File: config.mk
export PLATFORM = sky130hd
export DESIGN_NAME = dmob_object_bank
export DESIGN_NICKNAME = d
export VERILOG_FILES = /design/src/design/dmob_resp_store.v /design/src/design/dmob_object_bank.v
export VERILOG_INCLUDE_DIRS = /design/src /design/src/shared
export SDC_FILE = /design/constraint.sdc
export NUM_CORES = 1
export LEC_CHECK = 0
export BUFFER_PORTS_ARGS = -buffer_cell sky130_fd_sc_hd__clkbuf_2
export CORE_ASPECT_RATIO = 1.5
export CORE_MARGIN = 1.5
export CORE_UTILIZATION = 30
export DETAILED_ROUTE_END_ITERATION = 6
export PLACE_DENSITY = 0.53
export SYNTH_ARGS = -nofsm -noshare
export SYNTH_HDL_FRONTEND = slang
export SYNTH_HIERARCHICAL = 1
export SYNTH_SLANG_ARGS = --single-unit
File: constraint.sdc
create_clock -name clock_i -period 4 [get_ports clock_i]
set_input_delay 0.4 -clock clock_i [delete_from_list [all_inputs] [get_ports clock_i]]
set_output_delay 0.4 -clock clock_i [all_outputs]
set_load 0.01 [all_outputs]
File: src/shared/dmob_defs.vh
// object indices, field positions and command codes of the monitor bank
// assumes plain Verilog-2005 inclusion by bare name
`ifndef DMOB_DEFS_VH
`define DMOB_DEFS_VH
// ==========================================================
// object indices
`define DMOB_IDX_RAM_COMMIT 16'h2060
`define DMOB_IDX_NV_COMMIT 16'h2070
`define DMOB_IDX_STATUS 16'h2100
`define DMOB_IDX_FREQ 16'h2110
`define DMOB_IDX_CURR 16'h2120
`define DMOB_IDX_TORQ 16'h2130
`define DMOB_IDX_RD_RESP 16'h2140
`define DMOB_IDX_WR_RESP 16'h2150
`define DMOB_IDX_SPEED 16'h2200
`define DMOB_IDX_DOUT 16'h60FD
`define DMOB_IDX_PROFILE_LO 16'h6000
`define DMOB_IDX_PROFILE_HI 16'h6FFF
// ==========================================================
// command word and settings
`define DMOB_SAVE_WORD 32'h65766173
`define DMOB_DISPLAY_PROFILE 4'h2
`define DMOB_ENTRY_COUNT 32'h00000001
// ==========================================================
// digital-output object bit positions
`define DMOB_DOUT_CONTACT 16
`define DMOB_DOUT_OPTO1 17
`define DMOB_DOUT_OPTO2 18
`define DMOB_DOUT_FAULT 23
// ==========================================================
// drive status word bit positions
`define DMOB_STAT_RUN 0
`define DMOB_STAT_ZERO_SPEED 1
`define DMOB_STAT_REVERSE 2
`define DMOB_STAT_FAULT_RESET 3
`define DMOB_STAT_AGREE 4
`define DMOB_STAT_READY 5
`define DMOB_STAT_ALARM 6
`define DMOB_STAT_FAULT 7
`define DMOB_STAT_OP_ERROR 8
`define DMOB_STAT_POWER_LOSS 9
`define DMOB_STAT_NET_SOURCE 10
`define DMOB_STAT_FAULT_RELAY 11
`define DMOB_STAT_OPTO1 12
`define DMOB_STAT_OPTO2 13
`define DMOB_STAT_MOTOR2 14
`define DMOB_STAT_ZERO_SERVO 15
// ==========================================================
// access answer codes
`define DMOB_ACK_OK 2'h0
`define DMOB_ACK_READ_ONLY 2'h1
`define DMOB_ACK_NO_OBJECT 2'h2
`define DMOB_ACK_NO_ACCESS 2'h3
`endif

File: src/design/dmob_resp_store.v
// response store: address+data words from the drive, one per response object
// assumes writes come from the drive side on the same clock
`timescale 1ns/1ps
module dmob_resp_store #(
   parameter WIDTH = 32,
   parameter DEPTH = 2,
   parameter AW = 1
) (
   input wire clock_i,
   input wire reset_i,
   input wire wr_en_i,
   input wire [AW-1:0] wr_addr_i,
   input wire [WIDTH-1:0] wr_data_i,
   input wire [AW-1:0] rd_addr_i,
   output reg [WIDTH-1:0] rd_data_o
);
   reg [WIDTH-1:0] mem_q [0:DEPTH-1];
   integer i;
   // ==========================================================
   // storage with registered read port
   always @(posedge clock_i or posedge reset_i) begin
      if (reset_i) begin
         for (i = 0; i < DEPTH; i = i + 1) begin
            mem_q[i] <= {WIDTH{1'b0}};
         end
         rd_data_o <= {WIDTH{1'b0}};
      end else begin
         if (wr_en_i) begin
            mem_q[wr_addr_i] <= wr_data_i;
         end
         rd_data_o <= mem_q[rd_addr_i];
      end
   end
endmodule // dmob_resp_store

File: src/design/dmob_object_bank.v
// object-dictionary bank: commit commands, drive monitors, register replies
// assumes the network stack and the drive core share clock_i
`timescale 1ns/1ps
`include "dmob_defs.vh"

module dmob_object_bank (
   input wire clock_i,
   input wire reset_i,
   // object access from the network stack
   input wire obj_req_i,
   input wire obj_write_i,
   input wire [15:0] obj_index_i,
   input wire [7:0] obj_subindex_i,
   input wire [31:0] obj_wdata_i,
   output reg obj_ack_o,
   output reg [1:0] obj_status_o,
   output reg [31:0] obj_rdata_o,
   // commit pulses to the drive core
   output reg ram_commit_o,
   output reg nv_commit_o,
   // drive monitors
   input wire drive_running_i,
   input wire zero_speed_i,
   input wire reverse_i,
   input wire fault_reset_input_i,
   input wire speed_agree_i,
   input wire drive_ready_i,
   input wire alarm_i,
   input wire fault_i,
   input wire operation_error_i,
   input wire power_loss_i,
   input wire network_command_source_i,
   input wire fault_relay_terminals_i,
   input wire optocoupler_output_one_i,
   input wire optocoupler_output_two_i,
   input wire relay_contact_output_i,
   input wire motor2_selected_i,
   input wire zero_servo_done_i,
   input wire [15:0] output_frequency_i,
   input wire [15:0] output_current_i,
   input wire [15:0] torque_reference_monitor_item_i,
   input wire torque_monitor_valid_i,
   input wire [15:0] speed_monitor_item_i,
   input wire speed_monitor_valid_i,
   input wire [3:0] display_unit_setting_i,
   // register replies from the drive
   input wire reply_valid_i,
   input wire reply_is_write_i,
   input wire [31:0] reply_word_i
);
   // ==========================================================
   // monitor snapshot: captured every cycle, data served from flops
   reg [15:0] status_q;
   reg [15:0] freq_q;
   reg [15:0] curr_q;
   reg [15:0] torq_q;
   reg [15:0] speed_q;
   reg [31:0] dout_q;
   reg [3:0] disp_q;
   reg [15:0] status_d;
   reg [31:0] dout_d;
   reg [15:0] torq_d;
   reg [15:0] speed_d;
   // snapshot lags the drive by one cycle; fine for slow monitors

   always @* begin
      status_d = 16'h0000;
      status_d[`DMOB_STAT_RUN] = drive_running_i;
      status_d[`DMOB_STAT_ZERO_SPEED] = zero_speed_i;
      status_d[`DMOB_STAT_REVERSE] = reverse_i;
      status_d[`DMOB_STAT_FAULT_RESET] = fault_reset_input_i;
      status_d[`DMOB_STAT_AGREE] = speed_agree_i;
      status_d[`DMOB_STAT_READY] = drive_ready_i;
      status_d[`DMOB_STAT_ALARM] = alarm_i;
      status_d[`DMOB_STAT_FAULT] = fault_i;
      status_d[`DMOB_STAT_OP_ERROR] = operation_error_i;
      status_d[`DMOB_STAT_POWER_LOSS] = power_loss_i;
      status_d[`DMOB_STAT_NET_SOURCE] = network_command_source_i;
      status_d[`DMOB_STAT_FAULT_RELAY] = fault_relay_terminals_i;
      status_d[`DMOB_STAT_OPTO1] = optocoupler_output_one_i;
      status_d[`DMOB_STAT_OPTO2] = optocoupler_output_two_i;
      status_d[`DMOB_STAT_MOTOR2] = motor2_selected_i;
      status_d[`DMOB_STAT_ZERO_SERVO] = zero_servo_done_i;
      // only four outputs are mirrored; every other bit reads zero
      dout_d = 32'h00000000;
      dout_d[`DMOB_DOUT_CONTACT] = relay_contact_output_i;
      dout_d[`DMOB_DOUT_OPTO1] = optocoupler_output_one_i;
      dout_d[`DMOB_DOUT_OPTO2] = optocoupler_output_two_i;
      dout_d[`DMOB_DOUT_FAULT] = fault_relay_terminals_i;
   end

   // a control mode without the monitor reads zero, not stale data
   always @* begin
      torq_d = 16'h0000;
      speed_d = 16'h0000;
      if (torque_monitor_valid_i) begin
         torq_d = torque_reference_monitor_item_i;
      end
      if (speed_monitor_valid_i) begin
         speed_d = speed_monitor_item_i;
      end
   end

   // monitor inputs come from drive logic on this clock: no synchroniser
   always @(posedge clock_i or posedge reset_i) begin
      if (reset_i) begin
         status_q <= 16'h0000;
         freq_q <= 16'h0000;
         curr_q <= 16'h0000;
         torq_q <= 16'h0000;
         speed_q <= 16'h0000;
         dout_q <= 32'h00000000;
         disp_q <= 4'h0;
      end else begin
         status_q <= status_d;
         freq_q <= output_frequency_i;
         curr_q <= output_current_i;
         torq_q <= torq_d;
         speed_q <= speed_d;
         dout_q <= dout_d;
         disp_q <= display_unit_setting_i;
      end
   end

   // ==========================================================
   // response store, slot 0 read reply, slot 1 write reply
   wire [31:0] resp_rdata;
   wire resp_sel;
   assign resp_sel = (obj_index_i == `DMOB_IDX_WR_RESP);
   // a reply written on the taking edge shows on the next read only

   dmob_resp_store #(
      .WIDTH(32),
      .DEPTH(2),
      .AW(1)
   ) u_store (
      .clock_i(clock_i),
      .reset_i(reset_i),
      .wr_en_i(reply_valid_i),
      .wr_addr_i(reply_is_write_i),
      .wr_data_i(reply_word_i),
      .rd_addr_i(resp_sel),
      .rd_data_o(resp_rdata)
   );

   // ==========================================================
   // access decode
   reg known;
   reg writable;
   reg profile;
   reg from_store;
   reg [31:0] rd_d;

   always @* begin
      known = 1'b1;
      writable = 1'b0;
      from_store = 1'b0;
      rd_d = 32'h00000000;
      profile = (obj_index_i >= `DMOB_IDX_PROFILE_LO) &&
         (obj_index_i <= `DMOB_IDX_PROFILE_HI);
      case (obj_index_i)
         `DMOB_IDX_RAM_COMMIT,
         `DMOB_IDX_NV_COMMIT: begin
            writable = 1'b1;
         end
         `DMOB_IDX_STATUS: rd_d = {16'h0000, status_q};
         `DMOB_IDX_FREQ: rd_d = {16'h0000, freq_q};
         `DMOB_IDX_CURR: rd_d = {16'h0000, curr_q};
         `DMOB_IDX_TORQ: rd_d = {16'h0000, torq_q};
         `DMOB_IDX_SPEED: rd_d = {16'h0000, speed_q};
         `DMOB_IDX_RD_RESP,
         `DMOB_IDX_WR_RESP: begin
            if (obj_subindex_i == 8'h00) begin
               rd_d = `DMOB_ENTRY_COUNT;
            end else begin
               from_store = 1'b1;
            end
         end
         `DMOB_IDX_DOUT: rd_d = dout_q;
         default: known = 1'b0;
      endcase
   end

   // ==========================================================
   // answer classification and commit decode
   reg [1:0] code_d;
   reg ram_hit;
   reg nv_hit;

   // refusal order: profile gate first, then unknown, then read-only
   always @* begin
      code_d = `DMOB_ACK_OK;
      if (profile && disp_q != `DMOB_DISPLAY_PROFILE) begin
         code_d = `DMOB_ACK_NO_ACCESS;
      end else if (!known) begin
         code_d = `DMOB_ACK_NO_OBJECT;
      end else if (obj_write_i && !writable) begin
         code_d = `DMOB_ACK_READ_ONLY;
      end
   end

   // only the exact SAVE word counts; the drive core tracks every
   // changed parameter itself, so one pulse activates all of them
   always @* begin
      ram_hit = 1'b0;
      nv_hit = 1'b0;
      if (obj_write_i && obj_wdata_i == `DMOB_SAVE_WORD) begin
         case (obj_index_i)
            `DMOB_IDX_RAM_COMMIT: ram_hit = 1'b1;
            `DMOB_IDX_NV_COMMIT: nv_hit = 1'b1;
            default: begin
               ram_hit = 1'b0;
               nv_hit = 1'b0;
            end
         endcase
      end
   end

   // ==========================================================
   // answer sequencing
   // a request is taken only in idle, so one held until its ack is
   // not taken twice
   localparam ST_IDLE = 2'b00;
   localparam ST_FETCH = 2'b01;
   localparam ST_ANSWER = 2'b10;
   reg [1:0] state_q;
   reg [1:0] state_d;
   reg take;
   reg store_pick_q;
   reg [31:0] hold_q;

   always @* begin
      state_d = state_q;
      take = 1'b0;
      case (state_q)
         ST_IDLE: begin
            if (obj_req_i) begin
               take = 1'b1;
               state_d = ST_FETCH;
            end
         end
         ST_FETCH: begin
            state_d = ST_ANSWER;
         end
         ST_ANSWER: begin
            state_d = ST_IDLE;
         end
         default: begin
            state_d = ST_IDLE;
         end
      endcase
   end

   always @(posedge clock_i or posedge reset_i) begin
      if (reset_i) begin
         state_q <= ST_IDLE;
         obj_ack_o <= 1'b0;
         obj_status_o <= `DMOB_ACK_OK;
         obj_rdata_o <= 32'h00000000;
         ram_commit_o <= 1'b0;
         nv_commit_o <= 1'b0;
         store_pick_q <= 1'b0;
         hold_q <= 32'h00000000;
      end else begin
         state_q <= state_d;
         obj_ack_o <= 1'b0;
         ram_commit_o <= 1'b0;
         nv_commit_o <= 1'b0;
         if (state_q == ST_FETCH) begin
            // store read data is one cycle late; answer now
            obj_ack_o <= 1'b1;
            obj_rdata_o <= store_pick_q ? resp_rdata : hold_q;
         end
         if (take) begin
            obj_status_o <= code_d;
            store_pick_q <= 1'b0;
            hold_q <= 32'h00000000;
            // refused requests raise no commit pulse and answer with zero data
            if (code_d == `DMOB_ACK_OK) begin
               store_pick_q <= from_store && !obj_write_i;
               hold_q <= obj_write_i ? 32'h00000000 : rd_d;
               ram_commit_o <= ram_hit;
               nv_commit_o <= nv_hit;
            end
         end
      end
   end
endmodule // dmob_object_bank

[After elaboration in Yosys (flattened, before gate mapping)]
Index checks and enable logic that the tools add are counted.
Word-level totals
  register bits: 256
  bits in latches: 0
  bits in writable memories: 0
  ROM bits: 0
  input port bits: 181
  output and inout bits: 37
  word-level logic and storage cells: 87
  memories: 0
Cells by class
  add/sub/neg operators: 0
  multipliers: 0
  divide/modulo/power cells: 0
  $lt $le $gt $ge: 5
  equal/unequal tests: 14
  shift-type cells: 0
  multiplexer cells: 34
  bitwise operators: 2
  reduce and logical (&&, ||, !) cells: 14
Operator list (count)
  $mux 32: 7
  $pmux 24 s7: 1
  $eq 16x14->1 const B: 9
  $bwmux 64: 1
  $demux 32 s1: 1
  $eq 32x31->1 const B: 1
  $mux 16: 2
  $mux 1: 18
  $eq 16x15->1 const B: 1
  $ge 16x15->1 const B: 1
  $le 16x15->1 const B: 1
  $reduce_or 10->1: 1
  $logic_not 8->1: 1
  $logic_and 1x1->1: 6
  $mux 2: 3
  $ge 2x2->1 const B: 2
  $logic_not 2->1: 2
  $ne 4x2->1 const B: 1
  $not 1->2: 2
  $pmux 2 s2: 1
  $reduce_or 2->1: 2
  $eq 2x1->1 const B: 1
  $logic_not 1->1: 2
  $lt 2x1->1 const B: 1
  $ne 2x2->1 const B: 1

[Longest topological paths before layout]
  depth in word-level cells: 11
  depth in mapped cells: 8
  depth with buffers taken out: 6

[Cells and area by module]
The synthesis kept the hierarchy.
By module, submodules not included
  dmob_object_bank: times used 1, cells an instance 486, area each 5871.9 um^2, sequential area each 3628.5 um^2
  dmob_resp_store: times used 1, cells an instance 206, area each 3639.7 um^2, sequential area each 2402.3 um^2

[Worst setup path after synthesis]
No wires, ideal clock.
  path kind: input-to-reg
  from: input obj_index_i[3]
  to: register u_store.rd_data_o[1]
  library setup time: 0.125 ns
  arrival: 2.174 ns
  data required time: 3.875 ns
  path slack: 1.702 ns
  stages on the path: 8
  buffers on the path: 3
  cell sequence: or4_4 > nor4_4 > buf_6 > nand2_1 > nor2_1 > clkbuf_1 > buf_4 > mux2_2
On the way
  cells in the longest elaborated chain, start to end: 5
Ends and longest elaborated chain
  from (decl): RTL line dmob_object_bank.v:12  | input wire [15:0] obj_index_i,
  $eq 16x14->1
  named net resp_sel: RTL line dmob_object_bank.v:128  | wire resp_sel;
  $not 1->2 (implied by the code): RTL line dmob_resp_store.v:31  | rd_data_o <= mem_q[rd_addr_i];
  $mux 32 (implied by the code) (3 in series): RTL line dmob_resp_store.v:31
  to (signal assigned): RTL line dmob_resp_store.v:26  | rd_data_o <= {WIDTH{1'b0}};
  to (signal assigned): RTL line dmob_resp_store.v:31
  to (decl): RTL line dmob_resp_store.v:15  | output reg [WIDTH-1:0] rd_data_o
The timed path passes the listed nets, and every way through them passes these cells. The select of a mux whose other input is x is not followed.
A chain may end at the register's enable or synchronous reset.

[Final worst setup path]
  from: input obj_index_i[3]
  to: register hold_q[8]
On the way
  cells in the longest elaborated chain, start to end: 10
  elaborated cells on any way between the ends: 28
  classes of those cells: 2 x order compare; 10 x eq/ne; 8 x mux; 8 x reduce/logical
Ends and longest elaborated chain
  $eq 16x14->1: RTL line dmob_object_bank.v:161  | case (obj_index_i)
  $reduce_or 2->1
  $mux 1: RTL line dmob_object_bank.v:161
  $logic_not 1->1: RTL line dmob_object_bank.v:197  | end else if (obj_write_i && !writable) begin
  $logic_and 1x1->1: RTL line dmob_object_bank.v:197
  $mux 1: RTL line dmob_object_bank.v:197
  $mux 2: RTL line dmob_object_bank.v:195  | end else if (!known) begin
  $mux 2: RTL line dmob_object_bank.v:193  | if (profile && disp_q != `DMOB_DISPLAY_PROFILE) begin
  $logic_not 2->1 (no source line)
  $mux 32 *: RTL line dmob_object_bank.v:279  | if (code_d == `DMOB_ACK_OK) begin
  to (signal assigned): RTL line dmob_object_bank.v:281  | hold_q <= obj_write_i ? 32'h00000000 : rd_d;
  to (decl): RTL line dmob_object_bank.v:230  | reg [31:0] hold_q;
Every way passes the cells marked *; elsewhere a longest branch is shown, timed or not.

==> out/summary.log <==
[die] core region area 31100 sq um
[timing] setup repair after global routing missed its margin no
[detailed_routing] final WL 25.5 mm
[timing] Max Clock Freq 429 MHz
[detailed_routing] detailed-route via count 6304
[clocking] Post-CTS Resized 0
[logic_synthesis] dominant cells by area after synthesis dfrtp_1, mux2_2, mux2i_1
[finish] combined area of the multi-input logic cells 3210 sq um
[logic_synthesis] EDFF count, synth 0
[timing] final hold vios 0
[timing] Relative slew margins 0.367
[place] HPWL Detailed 18.3 mm
[global_routing] largest net degree at the start of global routing 71
[logic_synthesis] Post-Syn Instances 692
[place] Final GP Congestion 0.769
[logic_synthesis] share of the synthesized area in compound gates (AO/OA/AOI/OAI) 0.0788
[timing] smallest setup slack after layout 1670 ps
[finish] most common cell after layout, fill and taps aside dfrtp_1
[timing] setup tns final 0 ps
[status] outcome finished, final reports clean
[finish] # fillers 3034
[detailed_routing] First-pass DRT Iterations 4
[clocking] clk buf depth 3
[logic_synthesis] share of synthesized cell area in and, or, nand and nor gates 0.0989
[logic_synthesis] library cell occupying the most area in the post-synthesis netlist dfrtp_1
[finish] cell area after layout 12300 sq um
[die] height of the chip 221 um
[power_and_ir_drop] worst ir drop on vdd 0.394 mV
[logic_synthesis] share of the yosys chip area belonging to registers 0.634
[clocking] Post-CTS Setup Repair Bufs 0
[die] I/O pin count 218
[setup_path] cell with the biggest individual delay on the critical path and4_1
[setup_path] crit path launch type input port
[logic_synthesis] synthesized netlist net count 873
[logic_synthesis] post-synthesis xor/xnor area fraction 0
[die] full die area 32800 sq um
[clocking] CTS tree yes
[global_routing] total global routing overflow 0
[place] count of port buffers added during placement 217
[timing] minimum clock period 2330 ps
[logic_synthesis] proportion of netlist area held by the largest area contributor 0.634
[finish] Diodes inserted 0
[detailed_routing] number of nets still failing antenna checks after routing 0
[detailed_routing] drt first-iter violations 176
[global_routing] overall global routing resource usage 0.158
[setup_path] CP Class in2reg
[detailed_routing] vias per cell 4.56
[finish] post-layout net count 1140
[place] worst setup timing slack at the placement stage 1090 ps
[global_routing] vias in the first global route 7022
[logic_synthesis] dominant combinational cell family by area after synthesis multiplexers
[timing] Slew Viols, Final 0
[logic_synthesis] area share of fa/ha/maj cells after synthesis 0
[setup_path] data arrival time of the critical path 2770 ps
[logic_synthesis] number of synthesis warnings 6
[place] total placed instance area 11000 sq um
[timing] ratio of final minimum period to clock period 0.583
[logic_synthesis] number of distinct library cells after synthesis 55
[setup_path] CP max FO 19
[setup_path] CP delay by family, top simple AND/OR/NAND/NOR gates
[die] horizontal extent of the die 148 um
[logic_synthesis] netlist area before placement 9510 sq um
[setup_path] Req. time, crit path 4440 ps
[clocking] count of H-tree levels built during CTS 1
[die] Initial Util 0.305
[clocking] TritonCTS buffer count 26
[logic_synthesis] mux share of post-synthesis cell area 0.157
[finish] FF+latch area 6030 sq um
[logic_synthesis] post-synthesis async set-or-reset flop share 1.00
[place] Cell Count Post-Placement 1285
[detailed_routing] drc violations 0
[job] number of violations of the max-capacitance limit 0
[setup_path] worst path buffer plus inverter count 2
[timing] final setup violating endpoints 0
[global_routing] number of antenna violations at the first check in global routing 0
[logic_synthesis] Most used DFF post-synth dfrtp_1
[power_and_ir_drop] Leak 0.00571 uW
[clocking] source-to-sink clock delay at the later pin of the worst-skew pair 530 ps
[clocking] cts-stage hold buffer count 51
[clocking] CTS sink cnt 241
[setup_path] crit path capture type register
[finish] Layout Area Growth over Synthesis 29.4%
[clocking] Root Buffer clkbuf_16
[worst_hold_path] worst min-delay path class in2reg
[power_and_ir_drop] overall power consumption 5480 uW
[finish] fraction of final layout cells sized beyond drive strength 1 0.414
[finish] highest-count cells in the layout ignoring fill and taps dfrtp_1, clkbuf_2, mux2_2
[finish] count of non-filler cells in the finished layout 1383
[clocking] register clock-pin slew on the reported worst setup and hold paths 60 ps
[setup_path] Crit path largest cell delay 740 ps
[die] number of placement rows 79
[timing] transition time at the pin with the least slew margin 949 ps
[detailed_routing] routed len/inst 18.5 um
[setup_path] cells along the critical path clkbuf_2 -> or4_4 -> nor4_4 -> buf_4 -> and4_1 -> a22oi_1 -> o21ai_1
[timing] setup clock skew after layout 8.79 ps
[logic_synthesis] Post-Synthesis Mean Instance Area 13.7 sq um
[global_routing] wire length of the first global-routing pass 39.9 mm
[logic_synthesis] flop and latch count out of synthesis 241
[power_and_ir_drop] power density cells 445 nW/um^2
## synthesized netlist by cell type (5+ instances only)
master      n
dfrtp_1   241
mux2_2     84
nand2_1    82
and2_1     37
mux2i_1    35
o21ai_0    24
clkbuf_1   20
a21o_1     15
a32o_1     15
nand3_1    13
buf_6      11
a22oi_2    10
mux2_4     10
o21ai_2    10
nor2_1      8
o21ai_1     6
a22oi_1     5
inv_1       5
nor4bb_1    5
## registers in the layout, indices dropped and copies added, names as in the netlist, 4 cells and up
register,cells
u_store/mem_q,64
u_store/rd_data_o,32
freq_q,16
curr_q,16
obj_rdata_o,32
disp_q,4
speed_q,16
torq_q,16
status_q,16
hold_q,20
## kinds of logic (layout without fill, tap and decap cells)
kind of cell / count (synthesis) / count (layout)
buf+inv: 49 / 335
compound gates: 95 / 95
flops: 241 / 241
mux: 132 / 132
simple gates: 175 / 175
## where the power goes
part	total, uW	internal [uW]	switching (uW)
Sequential	2710	2630	78.7
Clock	2260	1290	971
Combinational	512	272	240
Total	5480	4190	1290
## final cells by class
class,count,area share
clock buffer,34,0.0595
clock inverter,13,0.00620
inverter,7,0.00264
multi-input combinational,402,0.261
sequential,241,0.490
tap,405,0.0412
timing repair buffer,281,0.140
## metrics by stage
step	utilization	hold slack (ps)
finish	0.395	32.8
global route	0.395	9.59
CTS	0.395	26.3
detailed placement	0.353	465
global placement	0.353	453
floorplan	-	431
## final timing paths
path / from / endpoint / slack, ps / cells after the start
setup / recovery: obj_index_i[3] / hold_q[8]$_DFFE_PP0P_ / 1670 / 7
max in group asynchronous: reset_i / u_store/rd_data_o[5]$_DFF_PP0_ / 2620 / 4
setup reg to reg: state_q[0]$_DFFE_PP0P_ / hold_q[8]$_DFFE_PP0P_ / 1740 / 7
hold / removal: output_current_i[2] / curr_q[2]$_DFF_PP0_ / 30 / 1
min in group asynchronous: reset_i / u_store/mem_q[14]$_DFFE_PP0P_ / 520 / 3
hold reg to reg: u_store/rd_data_o[24]$_DFF_PP0_ / obj_rdata_o[24]$_DFFE_PP0P_ / 470 / 2
## per-layer routing
metal | wire length [um] | global-route usage | up-vias | share of wire
met1 | 9990 | 0.181 | 3159 | 0.39
met4 | 675 | 0.0517 | 0 | 0.026
li1 | - | - | 2962 | -
met3 | 1430 | 0.0361 | 37 | 0.056
met2 | 13400 | 0.289 | 146 | 0.53
met5 | 0 | 0 | - | 0
Note: power is estimated with default switching activity, not from simulation.
